### src/design/ldc_pkg.sv
// package for the ladder reference converter control block
// assumes a single 50 MHz system clock and a synchronous active-low device reset
//
// Functional notes
// RULE1 - converter runs only while software holds the enable bit set
// RULE2 - thirty-two output levels chosen by a five-bit level code
// RULE3 - tap voltage is negative source plus span times code over thirty-two
// RULE4 - positive end is supply, external reference pin or fixed reference
// RULE5 - output feeds comparator positive input, adc channel and reference pins
// RULE6 - each pin output enable connects the level to its own pin
// RULE7 - reference pin overrides digital driver, input detector, pull-up, current drive
// RULE8 - digital read of a pin used for reference output returns zero
// RULE9 - keeps running in sleep; wake leaves first control register unchanged
// RULE10 - device reset disables converter, disconnects pins, clears level code
// RULE11 - source select 00 supply, 01 reference pin, 10 fixed reference, 11 reserved
// RULE12 - level code sits in bits 4..0, bits 7..5 read zero
// RULE13 - adc selector picks converter output for channel code 111101
// RULE14 - level and source writes take effect on next clock edge while running; the code latches them on that edge and the outputs follow one edge later
// RULE15 - with enable clear, pin enables do nothing and no destination gets voltage
package ldc_pkg;
    localparam int REG_AW = 4;
    localparam int DATA_W = 8;
    localparam int LEVEL_W = 5;
    localparam int CHAN_W = 6;
    localparam logic [REG_AW-1:0] ADDR_CTRL = 4'h0;
    localparam logic [REG_AW-1:0] ADDR_LEVEL = 4'h1;
    localparam logic [REG_AW-1:0] ADDR_STATUS = 4'h2;
    localparam int BIT_EN = 7;
    localparam int BIT_OE1 = 5;
    localparam int BIT_OE2 = 4;
    localparam int BIT_PSS_HI = 3;
    localparam int BIT_PSS_LO = 2;
    localparam logic [DATA_W-1:0] CTRL_RESET = 8'h00;
    localparam logic [LEVEL_W-1:0] LEVEL_RESET = 5'h00;
    localparam logic [CHAN_W-1:0] CHAN_DAC = 6'h3d;
    typedef enum logic [1:0] {
        SRC_SUPPLY = 2'b00,
        SRC_EXT_PIN = 2'b01,
        SRC_FIXED = 2'b10,
        SRC_RSVD = 2'b11
    } ldc_src_e;
endpackage

### src/design/ldc_regs_if.sv
// bundle of decoded control fields passed from the register file to the router
// assumes both ends share ref_clk
`timescale 1ns/1ps
interface ldc_regs_if;
    import ldc_pkg::*;
    logic enable;
    logic oe1;
    logic oe2;
    ldc_src_e srcSel;
    logic [LEVEL_W-1:0] level;
    modport regs (output enable, oe1, oe2, srcSel, level);
    modport route (input enable, oe1, oe2, srcSel, level);
endinterface

### src/design/ldc_top.sv
// top of the ladder reference converter control: registers, routing and pin overrides
// assumes pad inputs are asynchronous; analog switches take the registered selects
`timescale 1ns/1ps
module ladder_dac_control
    import ldc_pkg::*;
(
    input wire logic ref_clk,
    input wire logic rst_b,
    input wire logic [REG_AW-1:0] regAddr,
    input wire logic [DATA_W-1:0] regWdata,
    input wire logic regWr,
    input wire logic regRd,
    output logic [DATA_W-1:0] regRdata,
    input wire logic [CHAN_W-1:0] adcChannelSelect,
    input wire logic [1:0] padIn,
    input wire logic [1:0] digOut,
    input wire logic [1:0] digOe,
    input wire logic [1:0] pullUpReq,
    input wire logic [1:0] currentDriveReq,
    output logic [1:0] pinReadVal,
    output logic [1:0] pinOut,
    output logic [1:0] pinOe,
    output logic [1:0] pullUpEn,
    output logic [1:0] currentDriveEn,
    output logic [1:0] inputDetEn,
    output logic ladderPowerEn,
    output logic [LEVEL_W-1:0] ladderTap,
    output logic srcSupplyEn,
    output logic srcExtPinEn,
    output logic srcFixedEn,
    output logic cmpPosConnect,
    output logic adcInputConnect,
    output logic refOutPinA,
    output logic refOutPinB
);
    ldc_regs_if ctl ();
    logic [1:0] padSync1_r, padSync2_r;
    logic [1:0] refSel;
    logic [1:0] readC, outC, oeC, puC, cdC, idC;
    logic [DATA_W-1:0] statusVal;
    logic run;
    logic [1:0] rd_r, out_r, oe_r, pu_r, cd_r, id_r;
    logic [1:0] rd_nxt, out_nxt, oe_nxt, pu_nxt, cd_nxt, id_nxt;
    logic pwr_r, pwr_nxt, sup_r, sup_nxt, ext_r, ext_nxt, fix_r, fix_nxt;
    logic cmp_r, cmp_nxt, adc_r, adc_nxt, pa_r, pa_nxt, pb_r, pb_nxt;
    logic [LEVEL_W-1:0] tap_r, tap_nxt;

    function automatic logic src_is(input ldc_src_e s, input ldc_src_e want, input logic en);
        src_is = en && (s == want);
    endfunction

    ldc_regfile u_regs (
        .ref_clk(ref_clk),
        .rst_b(rst_b),
        .regAddr(regAddr),
        .regWdata(regWdata),
        .regWr(regWr),
        .regRd(regRd),
        .statusIn(statusVal),
        .regRdata(regRdata),
        .ctl(ctl.regs)
    );

    ////////////////////////////////////////////////////////////////////////////////
    // two-stage synchronisers on the pad inputs
    always_ff @(posedge ref_clk) begin
        if (!rst_b) begin
            padSync1_r <= 2'h0;
            padSync2_r <= 2'h0;
        end else begin
            padSync1_r <= padIn;
            padSync2_r <= padSync1_r;
        end
    end

    ////////////////////////////////////////////////////////////////////////////////
    assign run = ctl.enable; // RULE1
    // reserved source code enables none of the three sources rather than shorting two sources
    assign refSel[0] = run && ctl.oe1; // RULE6 RULE15
    assign refSel[1] = run && ctl.oe2; // RULE6 RULE15
    assign statusVal = {4'h0, adc_r, cmp_r, pb_r, pa_r};

    genvar g;
    generate
        for (g = 0; g < 2; g++) begin : g_pin
            ldc_pin_ctl u_pin (
                .refSel(refSel[g]),
                .padIn(padSync2_r[g]),
                .digOut(digOut[g]),
                .digOe(digOe[g]),
                .pullUpReq(pullUpReq[g]),
                .currentDriveReq(currentDriveReq[g]),
                .readVal(readC[g]),
                .pinOut(outC[g]),
                .pinOe(oeC[g]),
                .pullUpEn(puC[g]),
                .currentDriveEn(cdC[g]),
                .inputDetEn(idC[g])
            );
        end
    endgenerate

    ////////////////////////////////////////////////////////////////////////////////
    always_comb begin
        pwr_nxt = run; // RULE1
        // tap index selects code/32 of the span above the negative end
        tap_nxt = run ? ctl.level : LEVEL_RESET; // RULE2 RULE3 RULE14
        sup_nxt = src_is(ctl.srcSel, SRC_SUPPLY, run); // RULE4 RULE11
        ext_nxt = src_is(ctl.srcSel, SRC_EXT_PIN, run); // RULE4 RULE11
        fix_nxt = src_is(ctl.srcSel, SRC_FIXED, run); // RULE4 RULE11
        cmp_nxt = run; // RULE5 RULE15
        adc_nxt = run && (adcChannelSelect == CHAN_DAC); // RULE5 RULE13
        pa_nxt = refSel[0]; // RULE5
        pb_nxt = refSel[1]; // RULE5
        rd_nxt = readC; // RULE8
        out_nxt = outC;
        oe_nxt = oeC;
        pu_nxt = puC;
        cd_nxt = cdC;
        id_nxt = idC;
    end

    always_ff @(posedge ref_clk) begin
        if (!rst_b) begin
            pwr_r <= 1'b0; // RULE10
            tap_r <= LEVEL_RESET;
            sup_r <= 1'b0;
            ext_r <= 1'b0;
            fix_r <= 1'b0;
            cmp_r <= 1'b0;
            adc_r <= 1'b0;
            pa_r <= 1'b0; // RULE10
            pb_r <= 1'b0;
            rd_r <= 2'h0;
            out_r <= 2'h0;
            oe_r <= 2'h0;
            pu_r <= 2'h0;
            cd_r <= 2'h0;
            id_r <= 2'h3;
        end else begin
            pwr_r <= pwr_nxt;
            tap_r <= tap_nxt;
            sup_r <= sup_nxt;
            ext_r <= ext_nxt;
            fix_r <= fix_nxt;
            cmp_r <= cmp_nxt;
            adc_r <= adc_nxt;
            pa_r <= pa_nxt;
            pb_r <= pb_nxt;
            rd_r <= rd_nxt;
            out_r <= out_nxt;
            oe_r <= oe_nxt;
            pu_r <= pu_nxt;
            cd_r <= cd_nxt;
            id_r <= id_nxt;
        end
    end

    assign ladderPowerEn = pwr_r;
    assign ladderTap = tap_r;
    assign srcSupplyEn = sup_r;
    assign srcExtPinEn = ext_r;
    assign srcFixedEn = fix_r;
    assign cmpPosConnect = cmp_r;
    assign adcInputConnect = adc_r;
    assign refOutPinA = pa_r;
    assign refOutPinB = pb_r;
    assign pinReadVal = rd_r;
    assign pinOut = out_r;
    assign pinOe = oe_r;
    assign pullUpEn = pu_r;
    assign currentDriveEn = cd_r;
    assign inputDetEn = id_r;
endmodule

### src/design/ldc_regfile.sv
// control and level registers with the plain strobe port
// assumes one strobe at a time and read data taken the cycle after the strobe
`timescale 1ns/1ps
module ldc_regfile
    import ldc_pkg::*;
(
    input wire logic ref_clk,
    input wire logic rst_b,
    input wire logic [REG_AW-1:0] regAddr,
    input wire logic [DATA_W-1:0] regWdata,
    input wire logic regWr,
    input wire logic regRd,
    input wire logic [DATA_W-1:0] statusIn,
    output logic [DATA_W-1:0] regRdata,
    ldc_regs_if.regs ctl
);
    logic [DATA_W-1:0] ctrl_r, ctrl_nxt;
    logic [LEVEL_W-1:0] level_r, level_nxt;
    logic [DATA_W-1:0] rdata_r, rdata_nxt;
    ////////////////////////////////////////////////////////////////////////////////
    always_comb begin
        ctrl_nxt = ctrl_r;
        level_nxt = level_r;
        rdata_nxt = rdata_r;
        // sleep does not reset anything: only rst_b clears state
        if (regWr && regAddr == ADDR_CTRL) begin // RULE9
            ctrl_nxt = '0;
            ctrl_nxt[BIT_EN] = regWdata[BIT_EN]; // RULE1
            ctrl_nxt[BIT_OE1] = regWdata[BIT_OE1]; // RULE6
            ctrl_nxt[BIT_OE2] = regWdata[BIT_OE2];
            ctrl_nxt[BIT_PSS_HI:BIT_PSS_LO] = regWdata[BIT_PSS_HI:BIT_PSS_LO]; // RULE14
        end
        if (regWr && regAddr == ADDR_LEVEL) begin
            level_nxt = regWdata[LEVEL_W-1:0]; // RULE14
        end
        if (regRd) begin
            case (regAddr)
                ADDR_CTRL: rdata_nxt = ctrl_r;
                ADDR_LEVEL: rdata_nxt = {{(DATA_W-LEVEL_W){1'b0}}, level_r}; // RULE12
                ADDR_STATUS: rdata_nxt = statusIn;
                default: rdata_nxt = '0;
            endcase
        end
    end
    always_ff @(posedge ref_clk) begin
        if (!rst_b) begin
            ctrl_r <= CTRL_RESET; // RULE10
            level_r <= LEVEL_RESET; // RULE10
            rdata_r <= '0;
        end else begin
            ctrl_r <= ctrl_nxt;
            level_r <= level_nxt;
            rdata_r <= rdata_nxt;
        end
    end
    assign regRdata = rdata_r;
    assign ctl.enable = ctrl_r[BIT_EN];
    assign ctl.oe1 = ctrl_r[BIT_OE1];
    assign ctl.oe2 = ctrl_r[BIT_OE2];
    assign ctl.srcSel = ldc_src_e'(ctrl_r[BIT_PSS_HI:BIT_PSS_LO]);
    assign ctl.level = level_r;
endmodule

### src/design/ldc_pin_ctl.sv
// override controls for one pin shared between digital i/o and reference output
// assumes padIn is already synchronised by the caller
`timescale 1ns/1ps
module ldc_pin_ctl (
    input wire logic refSel,
    input wire logic padIn,
    input wire logic digOut,
    input wire logic digOe,
    input wire logic pullUpReq,
    input wire logic currentDriveReq,
    output logic readVal,
    output logic pinOut,
    output logic pinOe,
    output logic pullUpEn,
    output logic currentDriveEn,
    output logic inputDetEn
);
    always_comb begin
        pinOut = refSel ? 1'b0 : digOut; // RULE7
        pinOe = refSel ? 1'b0 : digOe; // RULE7
        pullUpEn = pullUpReq & ~refSel; // RULE7
        currentDriveEn = currentDriveReq & ~refSel; // RULE7
        inputDetEn = ~refSel; // RULE7
        readVal = refSel ? 1'b0 : padIn; // RULE8
    end
endmodule

### config.mk
export PLATFORM = sky130hd
export DESIGN_NAME = ladder_dac_control
export DESIGN_NICKNAME = d
export VERILOG_FILES = /design/src/design/ldc_pkg.sv /design/src/design/ldc_regs_if.sv /design/src/design/ldc_top.sv /design/src/design/ldc_regfile.sv /design/src/design/ldc_pin_ctl.sv
export SDC_FILE = /design/constraint.sdc
export NUM_CORES = 1
export LEC_CHECK = 0
export ABC_AREA = 1
export BUFFER_PORTS_ARGS = -buffer_cell sky130_fd_sc_hd__buf_2
export CORE_ASPECT_RATIO = 1.75
export CORE_MARGIN = 2
export CORE_UTILIZATION = 46
export DETAILED_ROUTE_END_ITERATION = 10
export PLACE_DENSITY = 0.77
export SKIP_LAST_GASP = 1
export SYNTH_ARGS = -nofsm -noshare
export SYNTH_HDL_FRONTEND = slang
export SYNTH_SLANG_ARGS = --single-unit
export TNS_END_PERCENT = 30
### constraint.sdc
create_clock -name ref_clk -period 1.3 [get_ports ref_clk]
set_clock_uncertainty 0.15 [all_clocks]
set_input_delay 0.065 -clock ref_clk [delete_from_list [all_inputs] [get_ports ref_clk]]
set_output_delay 0.065 -clock ref_clk [all_outputs]
set_load 0.01 [all_outputs]
; Word level (Yosys, flattened, before mapping)
; Index checks and enable logic that the tools add are counted.
[totals]
mem_count = 0
mem_bits_rw = 0
output_inout_bits = 33
latch_bits = 0
romBits = 0
wordCells = 48
reg_bits = 46
input_bits = 32
[op_classes]
bitwise = 7
order_cmp = 0
n_shift = 0
mux = 1
div = 0
n_mul = 0
addsub = 0
n_reduce_logical = 13
n_eq_ne = 5
[op_table]
columns = operator, count
row1 = 8-bit one-hot mux with 3 select lines, 1
row2 = 1-bit logical AND, 8
row3 = "6-bit == test, second input constant", 1
row4 = 1-bit bitwise AND, 4
row5 = "4-bit by 1-bit == test with 1-bit output, second input constant", 1
row6 = "4-bit by 2-bit == test with 1-bit output, second input constant", 1
row7 = 4-bit zero test, 1
row8 = 2-bit OR reduction, 2
row9 = 1-bit NOT, 3
row10 = "2-bit by 1-bit == test with 1-bit output, second input constant", 1
row11 = "2-bit == test, second input constant", 1
row12 = 2-bit zero test, 1
row13 = 2-bit AND reduction, 1

; Depth between registers and ports, before layout
; Gate-level depths: netlist (run 1).
[depth]
ltp_word = 3
depth_mapped = 6
ltp_nobuf = 6

; Cells and area by module
; A second synthesis (run 1) with hierarchy kept.
[unflattened]
cells_unflattened = 229
hier_area_um2 = 1757.9
[by_module_without_submodules]
columns = mod, cells_each, area_each_um2, n_inst, seq_area_each_um2
row1 = ladder_dac_control, 97, 855.8, 1, 560.5
row2 = ldc_regfile, 110, 819.5, 1, 360.3
row3 = ldc_pin_ctl, 11, 41.3, 2, 0.0

; Worst setup path after synthesis (run 1)
; No wires, ideal clock.
[synth_timing]
path_kind = register to register
start = register u_regs.ctrl_r[4]
end = register cd_r[1] (netlist: currentDriveEn[1])
required_ps = 1018
stages_incl_launch_ff = 4
arrival_time_ps = 780
path_slack_ps = 238
n_path_buf = 0
cell_sequence = dfxtp_1 > inv_1 > o21ai_0 > nor2_1
[synth_between]
elab_chain_cells = 3
[synth_lines]
columns = item, line
row1 = from (decl), ldc_regfile.sv:17  ; logic [DATA_W-1:0] ctrl_r, ctrl_nxt;
row2 = from (signal assigned), ldc_regfile.sv:51  ; ctrl_r <= ctrl_nxt;
row3 = 1-bit logical AND, ldc_top.sv:80  ; assign refSel[1] = run && ctl.oe2;
row4 = 1-bit NOT, ldc_pin_ctl.sv:22  ; currentDriveEn = currentDriveReq & ~refSel;
row5 = 1-bit bitwise AND, ldc_pin_ctl.sv:22
row6 = to (signal assigned), ldc_top.sv:154  ; cd_r <= cd_nxt;
row7 = to (decl), ldc_top.sv:42  ; logic [1:0] rd_r, out_r, oe_r, pu_r, cd_r, id_r;
; No other way between the ends.
; A chain may end at the register's enable or synchronous reset.

==> qor.csv, run 1 <==
stage,metric,value,unit
worst_setup_path,rr_startpoint,u_regs.ctrl_r[7],
cells_and_area,final_core_util,0.712,
run,max_cap_viol_count,0,
place,hpwl,2210,um
worst_setup_path,cp_max_fo,9,
worst_setup_path,timing.rr.end,pinOut[0],
clocking,cts_tree,yes,
worst_setup_path,endpoint,srcFixedEn,
worst_setup_path,endpoint_kind,flop,
yosys,yosys.area.top_type,dfxtp_1,
yosys,syn_avg_cell_area,8.60,sq um
cells_and_area,drive_gt1_frac,0.297,
timing,fin_crit_sh,0.897,
global_routing,grt_pass1_wl,5670,um
clocking,clk_pin_slew,0.08,ns
worst_setup_path,crit_start,rst_b,
yosys,netlist_area,1540,sq um
worst_setup_path,cp_cell_sequence,dlygate4sd3_1 -> buf_2 -> nand2_1 -> buf_4 -> nor3_1,
yosys,synth_edf_count,0,
power,vdd_drop_max,1.12,mV
yosys,synth-main-ff-cell,dfxtp_1,
yosys,async_reset_ff_frac,0,
global_routing,grt_pass1_vias,1355,
yosys,ys_seq_elements,45,
yosys,syn_nets,211,
place,gp_congestion,0.789,
timing,final_hold_viol_count,0,
clocking,clockBufferDepth,2,
floorplanning,rows,27,
worst_setup_path,crit_type,input pin to flop,
worst_setup_path,cpPeakStageDelay,0.52,ns
power,power_leakage,0.00110,uW
global_routing,track_usage,0.209,
route,vias_per_cell,4.38,
route,drt_wl_total,3580,um
worst_setup_path,slowest_stage,dlygate4sd3_1,
floorplanning,fp.dieW,47.7,um
worst_setup_path,worst-path-buf-inv,3,
cells_and_area,num-fill-cells,274,
route,drc,0,
clocking,clk_latency,0.30,ns
run_status,status,"complete, no violations",
route,wire_per_inst,11.3,um
route,dr.pass1.iters,4,
timing,slew_viol_final,0,
place,dp_slack,0.135,ns
clocking,numCtsBuffers,5,
global_routing,grt-ovfl-total,0,
clocking,htreeDepth,2,
yosys,synth_warnings,0,
cells_and_area,area_growth,46.8,%
yosys,synth_cells,179,
clocking,cts_setup_buffers,0,
worst_setup_path,reg2reg_depth,4,
yosys,synth_top_area_share,0.585,
cells_and_area,fin_nets,304,
yosys,synth_most_common_cell,dfxtp_1,
place,port-buffer-count,62,
yosys,synth_common_cells,"dfxtp_1, inv_1, nand2_1",
cells_and_area,diodes,0,
floorplanning,dieArea,3850,sq um
worst_setup_path,arrival,1.23,ns
timing,rsz0062_at_grt,no,
timing,finalWorstSetupSlack,0.134,ns
global_routing,grt_max_degree,15,
yosys,synth.distinct_cells,22,
yosys,synth_area_leaders,"dfxtp_1, inv_1, a21oi_1",
route,routed-via-count,1385,
floorplanning,coreArea,3180,sq um
clocking,numClockSinks,45,
floorplanning,die-height,80.5,um
worst_setup_path,worstSetupStartpointType,input pin,
worst_setup_path,r2r_slack,0.22,ns
worst_setup_path,path_delay_family,buffers and inverters,
timing,clock.fmax,858,MHz
power,pwr_density_cell,1190,nW/um^2
clocking,clockRootBuffer,clkbuf_8,
route,initialDrtViolationCount,23,
floorplanning,initial_utilization,0.485,
hold_path,hold_class,input pin to flop,
route,ant_nets,0,
floorplanning,io_pins,65,
worst_setup_path,cp.depth,5,
global_routing,antenna_found_initial,0,
timing,fin_setup_tns,0,ns
worst_setup_path,worstPathRequired,1.37,ns
timing,layout_min_cycle_time,1.17,ns
yosys,synth.yosys.seq_area_share,0.585,
timing,finalSetupViolCount,0,
## area by class of cell
| class | count | area [sq um] | share of cell area |
|---|---|---|---|
| multi-input cells | 95 | 467 | 0.206 |
| clock inverters | 2 | 38.8 | 0.0172 |
| clock buffers | 6 | 72.6 | 0.0321 |
| well taps | 43 | 53.8 | 0.0238 |
| inverters | 32 | 120 | 0.0531 |
| flip-flops and latches | 45 | 901 | 0.398 |
| repair buffers | 93 | 608 | 0.269 |
## worst reg2reg max path: cells and delay by family, from the launching register on
| family | cells | cell delay (ns) |
|---|---|---|
| flip-flops | 1 | 0.36 |
| buffers and inverters | 2 | 0.25 |
| AO/OA/AOI/OAI | 1 | 0.19 |
| AND/OR/NAND/NOR | 1 | 0.04 |
## cells by family (layout without fill, tap and decap cells)
kind of cell           Yosys count  count (layout)  share of synthesized area
other                            1               1                    0.00243
buffers and inverters           39             133                      0.112
flip-flops                      45              45                      0.585
AND/OR/NAND/NOR                 63              63                      0.200
AO/OA/AOI/OAI                   31              31                      0.101
## layout by cell type, fill, tap and decap left out, drive strengths merged, types with 3 or more instances in the layout
master / count
a21oi: 17
nor3: 3
buf: 67
dfxtp: 45
nand2: 22
nor2: 21
clkbuf: 6
inv: 32
o21ai: 14
nand3: 14
dlygate4sd3: 26
## sequential cells by signal, summed over array words and instances, names as in the netlist, 2 cells and up
| register | cells |
|---|---|
| currentDriveEn | 2 |
| inputDetEn | 2 |
| ladderTap | 5 |
| padSync1_r | 2 |
| padSync2_r | 2 |
| pinOe | 2 |
| pinOut | 2 |
| pinReadVal | 2 |
| pullUpEn | 2 |
| u_regs.ctl.level | 5 |
| u_regs.ctrl_r | 5 |
| u_regs.regRdata | 7 |
## metal layers
layer	vias to the layer above	track usage	share of wire
li1	737	-	-
met2	48	0.380	0.57
met3	5	0.0494	0.042
met1	595	0.211	0.37
met4	0	0.0811	0.019
met5	-	0	0
## repair_timing
action | 4_1_cts | 5_1_grt
gates resized for setup | 0 | 0
hold buffers | 26 | 0
endpoints found under the hold margin | 28 | 0
## power breakdown
group	total [uW]	internal, uW	switching, uW
combinational	243	129	114
clock	1030	577	458
sequential	1420	1410	11.1
total	2700	2110	583
## worst min-delay path by stage
stage	start	end	slack (ns)	cells past startpoint
6_report	regAddr[1]	u_regs.ctl.level[1]	0.03	4
3_3_place_gp	adcChannelSelect[1]	adcInputConnect	0.08	2
2_1_floorplan	adcChannelSelect[1]	adcInputConnect	-0.009	1
5_1_grt	regAddr[2]	u_regs.ctl.level[1]	0.05	4
3_5_place_dp	adcChannelSelect[1]	adcInputConnect	0.08	2
4_1_cts	regAddr[2]	u_regs.ctl.level[4]	0.02	4
## metrics by stage
step           instances  total power (uW)  area [sq um]  hold slack, ns
2_1_floorplan        179              1550          1540        -0.00876
3_3_place_gp         282              1630          1890          0.0849
3_5_place_dp         282              1630          1890          0.0849
4_1_cts              316              2710          2260          0.0219
5_1_grt              316              2790          2260          0.0546
6_report             316              2700          2260          0.0270
(Power assumes the default switching activity.)
==> inputs of run 2 (changes only) <==
--- a/config.mk
+++ b/config.mk
@@ -9,11 +9,12 @@
 export BUFFER_PORTS_ARGS = -buffer_cell sky130_fd_sc_hd__buf_2
 export CORE_ASPECT_RATIO = 1.75
 export CORE_MARGIN = 2
-export CORE_UTILIZATION = 46
+export CORE_UTILIZATION = 48
 export DETAILED_ROUTE_END_ITERATION = 10
-export PLACE_DENSITY = 0.77
+export PLACE_DENSITY = 0.78
 export SKIP_LAST_GASP = 1
 export SYNTH_ARGS = -nofsm -noshare
 export SYNTH_HDL_FRONTEND = slang
+export SYNTH_HIERARCHICAL = 1
 export SYNTH_SLANG_ARGS = --single-unit
 export TNS_END_PERCENT = 30
==> qor.csv, run 2 <==
stage,metric,value,unit,change
run_status,status,"complete, no violations",,unchanged
worst_setup_path,crit_type,input pin to flop,,unchanged
cells_and_area,final_common_cell,buf_2,,unchanged
worst_setup_path,crit_start,rst_b,,unchanged
timing,rsz0062_at_grt,no,,unchanged
route,initialDrtViolationCount,19,,was 23
power,pwr_density_cell,1040,nW/um^2,was 1190 nW/um^2
clocking,numCtsBuffers,5,,unchanged
cells_and_area,diodes,0,,unchanged
yosys,netlist_area,1760,sq um,was 1540 sq um
worst_setup_path,arrival,1.24,ns,was 1.23 ns
hold_path,hold_class,input pin to flop,,unchanged
route,ant_nets,0,,unchanged
cells_and_area,final_cell_mix,"buf_2, inv_1, dfxtp_1, nand2_1, dlygate4sd3_1",,"was buf_2, dfxtp_1, inv_1, dlygate4sd3_1, nand2_1"
worst_setup_path,reg2reg_depth,5,,was 4
yosys,synth_edf_count,0,,unchanged
route,routed-via-count,1597,,was 1385
global_routing,grt_pass1_vias,1492,,was 1355
cells_and_area,num-fill-cells,332,,was 274
power,vdd_drop_max,1.27,mV,was 1.12 mV
route,drc,0,,unchanged
clocking,htreeDepth,2,,unchanged
yosys,synth-main-ff-cell,dfxtp_1,,unchanged
global_routing,antenna_found_initial,0,,unchanged
worst_setup_path,r2r_slack,0.20,ns,was 0.22 ns
clocking,clockBufferDepth,2,,unchanged
power,total_power,2560,uW,was 2700 uW
cells_and_area,largest_reg_flops,8,,was 7
floorplanning,die-height,84.1,um,was 80.5 um
worst_setup_path,endpoint,adcInputConnect,,was srcFixedEn
floorplanning,dieArea,4180,sq um,was 3850 sq um
timing,layout_min_cycle_time,1.15,ns,was 1.17 ns
floorplanning,coreArea,3560,sq um,was 3180 sq um
route,dr.pass1.iters,4,,unchanged
worst_setup_path,cp_max_fo,22,,was 9
yosys,yosys.area.top_type,dfxtp_1,,unchanged
clocking,numClockSinks,46,,was 45
worst_setup_path,endpoint_kind,flop,,unchanged
timing,finalSetupViolCount,0,,unchanged
cells_and_area,drive_gt1_frac,0.262,,was 0.297
yosys,ys_seq_elements,46,,was 45
worst_setup_path,worstSetupStartpointType,input pin,,unchanged
global_routing,grt_max_degree,23,,was 15
floorplanning,rows,29,,was 27
route,wire_per_inst,9.78,um,was 11.3 um
clocking,cts_tree,yes,,unchanged
yosys,synth_common_cells,"inv_1, dfxtp_1, nand2_1",,"was dfxtp_1, inv_1, nand2_1"
cells_and_area,fin_nets,355,,was 304
timing,clock.fmax,872,MHz,was 858 MHz
yosys,syn_avg_cell_area,7.68,sq um,was 8.60 sq um
timing,fin_crit_sh,0.883,,was 0.897
floorplanning,io_pins,65,,unchanged
global_routing,track_usage,0.188,,was 0.209
yosys,synth_top_area_share,0.524,,was 0.585
power,power_leakage,0.00129,uW,was 0.00110 uW
yosys,synth_area_leaders,"dfxtp_1, inv_1, nand2_1",,"was dfxtp_1, inv_1, a21oi_1"
timing,slew_viol_final,0,,unchanged
yosys,synth.distinct_cells,20,,was 22
route,vias_per_cell,4.32,,was 4.38
yosys,synth_warnings,6,,was 0
floorplanning,initial_utilization,0.494,,was 0.485
place,hpwl,2500,um,was 2210 um
worst_setup_path,timing.rr.end,pullUpEn[1],,was pinOut[0]
yosys,synth_cells,229,,was 179
clocking,clockRootBuffer,clkbuf_8,,unchanged
place,port-buffer-count,63,,was 62
worst_setup_path,rr_startpoint,u_regs/ctrl_r[7],,was u_regs.ctrl_r[7]
global_routing,grt-ovfl-total,0,,unchanged
worst_setup_path,worstPathRequired,1.39,ns,was 1.37 ns
cells_and_area,area_growth,40.3,%,was 46.8%
timing,final_hold_viol_count,0,,unchanged
yosys,synth_most_common_cell,inv_1,,was dfxtp_1
clocking,clk_pin_slew,0.09,ns,was 0.08 ns
route,drt_wl_total,3620,um,was 3580 um
timing,fin_setup_tns,0,ns,unchanged
place,gp_congestion,0.726,,was 0.789
yosys,async_reset_ff_frac,0,,unchanged
floorplanning,fp.dieW,49.7,um,was 47.7 um
global_routing,grt_pass1_wl,6050,um,was 5670 um
run,max_cap_viol_count,0,,unchanged
clocking,clk_latency,0.30,ns,about the same
yosys,synth.yosys.seq_area_share,0.524,,was 0.585
==> run 2: changes by cell type after synthesis, moves of 2 or more <==
cell,previous run,this run
inv_2,0,2
nand3_1,13,21
o21ai_0,9,6
inv_1,32,52
buf_6,2,0
nand2_1,20,41
nor2_2,1,3
nor3_1,3,1
buf_4,2,4
==> run 2: stage by stage <==
| step | hold WS (ns) | setup WS (ns) | instances | util | area (sq um) |
|---|---|---|---|---|---|
| final | 0.0542 | 0.153 | 370 | 0.694 | 2470 |
| after global routing | 0.0786 | 0.0755 | 370 | 0.694 | 2470 |
| after CTS | 0.0478 | 0.0607 | 370 | 0.693 | 2460 |
| after detailed placement | 0.107 | 0.129 | 336 | 0.594 | 2110 |
| after global placement | 0.0961 | 0.155 | 336 | 0.594 | 2110 |
| after floorplan | 0.0126 | 0.325 | 232 | - | 1770 |
==> run 2: per-layer routing <==
| layer | track usage | share of wire |
|---|---|---|
| met5 | 0 | 0 |
| met4 | 0.0909 | 0.019 |
| met3 | 0.0556 | 0.052 |
| met2 | 0.347 | 0.55 |
| met1 | 0.183 | 0.38 |
==> run 2: worst min-delay path by stage <==
stage                          start                  end  slack, ns  depth (start not counted)
final                     regAddr[1]  u_regs/ctl.level[1]       0.05                          4
after global placement      padIn[0]        padSync1_r[0]        0.1                          3
after CTS                 regAddr[1]  u_regs/ctl.level[4]       0.05                          4
after detailed placement    padIn[0]        padSync1_r[0]       0.11                          3
after floorplan             padIn[0]        padSync1_r[0]       0.01                          2
after global routing      regAddr[1]  u_regs/ctl.level[1]       0.08                          4
==> run 2: cells by family (layout without fill, tap and decap cells) <==
family	Yosys count	after routing	share of synthesized area
AO/OA/AOI/OAI	29	29	0.0826
other	1	4	0.00213
flip-flops	46	46	0.524
AND/OR/NAND/NOR	91	91	0.248
buffers and inverters	62	154	0.144
==> run 2: final cells by class <==
| cell class | instances | area [sq um] | share of cell area |
|---|---|---|---|
| clock inverter | 3 | 21.3 | 0.00863 |
| clock buffer | 5 | 68.8 | 0.0279 |
| sequential | 46 | 921 | 0.373 |
| multi-input combinational | 124 | 596 | 0.242 |
| timing repair buffer | 91 | 593 | 0.240 |
| inverter | 55 | 209 | 0.0847 |
| tap | 46 | 57.6 | 0.0233 |
==> run 2: power breakdown <==
part	total [uW]	switching, uW	internal [uW]	leakage [uW]
clock network	853	476	378	0.0000441
logic	258	127	131	0.000868
registers	1450	13.4	1440	0.000374
==> run 2: repair_timing <==
action,CTS,global route
hold buffers,26,0
gates resized for setup,0,1
endpoints found under the hold margin,30,0
setup buffers,0,0
setup endpoints to repair,0,6
==> run 2: critical path, stage by stage <==
cell and delay, ns:
dlygate4sd3_1 0.52, clkbuf_4 0.28, nand2_4 0.15, inv_4 0.08, nand2_1 0.06, nor2_2 0.07
==> inputs of run 3 (changes only) <==
--- a/config.mk
+++ b/config.mk
@@ -12,6 +12,7 @@
 export CORE_UTILIZATION = 48
 export DETAILED_ROUTE_END_ITERATION = 10
 export PLACE_DENSITY = 0.78
+export SETUP_SLACK_MARGIN = 0.3
 export SKIP_LAST_GASP = 1
 export SYNTH_ARGS = -nofsm -noshare
 export SYNTH_HDL_FRONTEND = slang
==> qor.csv, run 3 (synthesis results as in run 2) <==
stage,metric,value,unit,change
timing,layout_min_cycle_time,0.997,ns,was 1.15 ns
place,gp_congestion,0.726,,unchanged
worst_setup_path,endpoint_kind,output port,,was flop
timing,finalWorstSetupSlack,0.303,ns,was 0.153 ns
route,vias_per_cell,4.34,,was 4.32
timing,slew_viol_final,0,,unchanged
place,hpwl,2500,um,unchanged
timing,final_hold_viol_count,13,,was 0
worst_setup_path,reg2reg_depth,4,,was 5
worst_setup_path,worst-path-buf-inv,1,,was 3
cells_and_area,final_cell_mix,"buf_2, inv_1, dfxtp_1, nand2_1, dlygate4sd3_1",,unchanged
timing,rsz0062_at_grt,yes,,was no
power,vdd_drop_max,1.27,mV,about the same
clocking,clk_latency,0.30,ns,about the same
place,port-buffer-count,63,,unchanged
worst_setup_path,crit_type,flop to output port,,was input pin to flop
cells_and_area,fin_area,2460,sq um,was 2470 sq um
timing,clock.fmax,1000,MHz,was 872 MHz
hold_path,hold_class,input pin to flop,,unchanged
cells_and_area,largest_reg_flops,8,,unchanged
place,dp_slack,0.129,ns,unchanged
cells_and_area,num-fill-cells,336,,was 332
floorplanning,io_pins,65,,unchanged
clocking,htreeDepth,2,,unchanged
worst_setup_path,path_delay_family,flip-flops,,was buffers and inverters
timing,whs,-0.0764,ns,was 0.0542 ns
power,power_leakage,0.00127,uW,was 0.00129 uW
route,drc,0,,unchanged
clocking,numClockSinks,46,,unchanged
cells_and_area,final_common_cell,buf_2,,unchanged
worst_setup_path,cpPeakStageDelay,0.36,ns,was 0.52 ns
worst_setup_path,cp_max_fo,3,,was 22
cells_and_area,drive_gt1_frac,0.299,,was 0.262
run_status,violations,hold timing,,
clocking,clockBufferDepth,2,,unchanged
clocking,postCtsHoldBufs,23,,was 26
floorplanning,die-height,84.1,um,unchanged
clocking,cts_tree,yes,,unchanged
cells_and_area,diodes,0,,unchanged
route,met1Wirelength,1340,um,was 1360 um
route,wire_per_inst,9.82,um,was 9.78 um
clocking,cts_setup_buffers,0,,unchanged
run,max_cap_viol_count,0,,unchanged
floorplanning,initial_utilization,0.494,,unchanged
worst_setup_path,cp_cell_sequence,buf_2,,was dlygate4sd3_1 -> clkbuf_4 -> nand2_4 -> inv_4 -> nand2_1 -> nor2_2
timing,finalSetupViolCount,0,,unchanged
route,dr_wl_met2,2000,um,about the same
place,placed_area,2110,sq um,unchanged
route,drt_wl_total,3600,um,was 3620 um
cells_and_area,fin_nets,352,,was 355
worst_setup_path,worstSetupStartpointType,flop,,was input pin
floorplanning,coreArea,3560,sq um,unchanged
run_status,status,finished with violations,,"was complete, no violations"
power,pwr_density_cell,1040,nW/um^2,about the same
hold_path,holdPathStages,2,,was 4
clocking,clockRootBuffer,clkbuf_8,,unchanged
global_routing,antenna_found_initial,0,,unchanged
worst_setup_path,arrival,0.78,ns,was 1.24 ns
floorplanning,dieArea,4180,sq um,unchanged
global_routing,grt_max_degree,23,,unchanged
worst_setup_path,worstPathRequired,1.09,ns,was 1.39 ns
clocking,numCtsBuffers,5,,unchanged
route,dr.pass1.iters,4,,unchanged
route,ant_nets,0,,unchanged
worst_setup_path,cp.depth,1,,was 6
global_routing,grt-ovfl-total,0,,unchanged
floorplanning,rows,29,,unchanged
clocking,clk_pin_slew,0.09,ns,about the same
floorplanning,fp.dieW,49.7,um,unchanged
worst_setup_path,slowest_stage,dfxtp_2,,was dlygate4sd3_1
global_routing,grt_pass1_vias,1453,,was 1492
timing,fin_setup_tns,0,ns,unchanged
route,routed-via-count,1594,,was 1597
route,met3_length,193,um,was 188 um
timing,fin_crit_sh,0.767,,was 0.883
cells_and_area,area_growth,40.1,%,was 40.3%
cells_and_area,final_core_util,0.693,,was 0.694
global_routing,grt_pass1_wl,5940,um,was 6050 um
route,top_layer,met4,,unchanged
route,initialDrtViolationCount,27,,was 19
global_routing,track_usage,0.185,,was 0.188
## run 3: cell type report
class,instances,area (sq um),area share
clock buffer,5,68.8,0.0279
clock inverter,3,21.3,0.00863
inverter,55,214,0.0868
multi-input combinational,124,606,0.246
sequential,46,930,0.377
tap,46,57.6,0.0234
timing repair buffer,88,567,0.230
## run 3: metal layers
layer,track usage,vias to the layer above
met5,0,-
met4,0.0909,0
met3,0.0556,4
met2,0.339,38
met1,0.181,693
li1,-,859
## run 3: what timing repair did
action,in CTS,in global routing
endpoints found under the setup margin,20,27
gates resized for setup,3,12
hold endpoints to repair,30,10
## run 3: worst paths after layout
check | start | slack (ns) | to
worst max register to register | u_regs/ctrl_r[3] | 0.34 | u_regs/regRdata[3]
worst min-delay path | regRd | -0.08 | u_regs/regRdata[6]
worst max-delay path | cmpPosConnect | 0.30 | ladderPowerEn
worst min register to register | padSync1_r[1] | 0.27 | padSync2_r[1]
## run 3: stage by stage
stage / power, uW / std cells
floorplan: 1600 / 232
finish: 2560 / 367
detailed placement: 1680 / 336
global placement: 1680 / 336
global route: 2680 / 367
CTS: 2590 / 367
## run 3: where the power goes
part	total, uW	switching (uW)	internal (uW)
sequential	1450	13.9	1440
combinational	252	127	125
clock	854	476	378
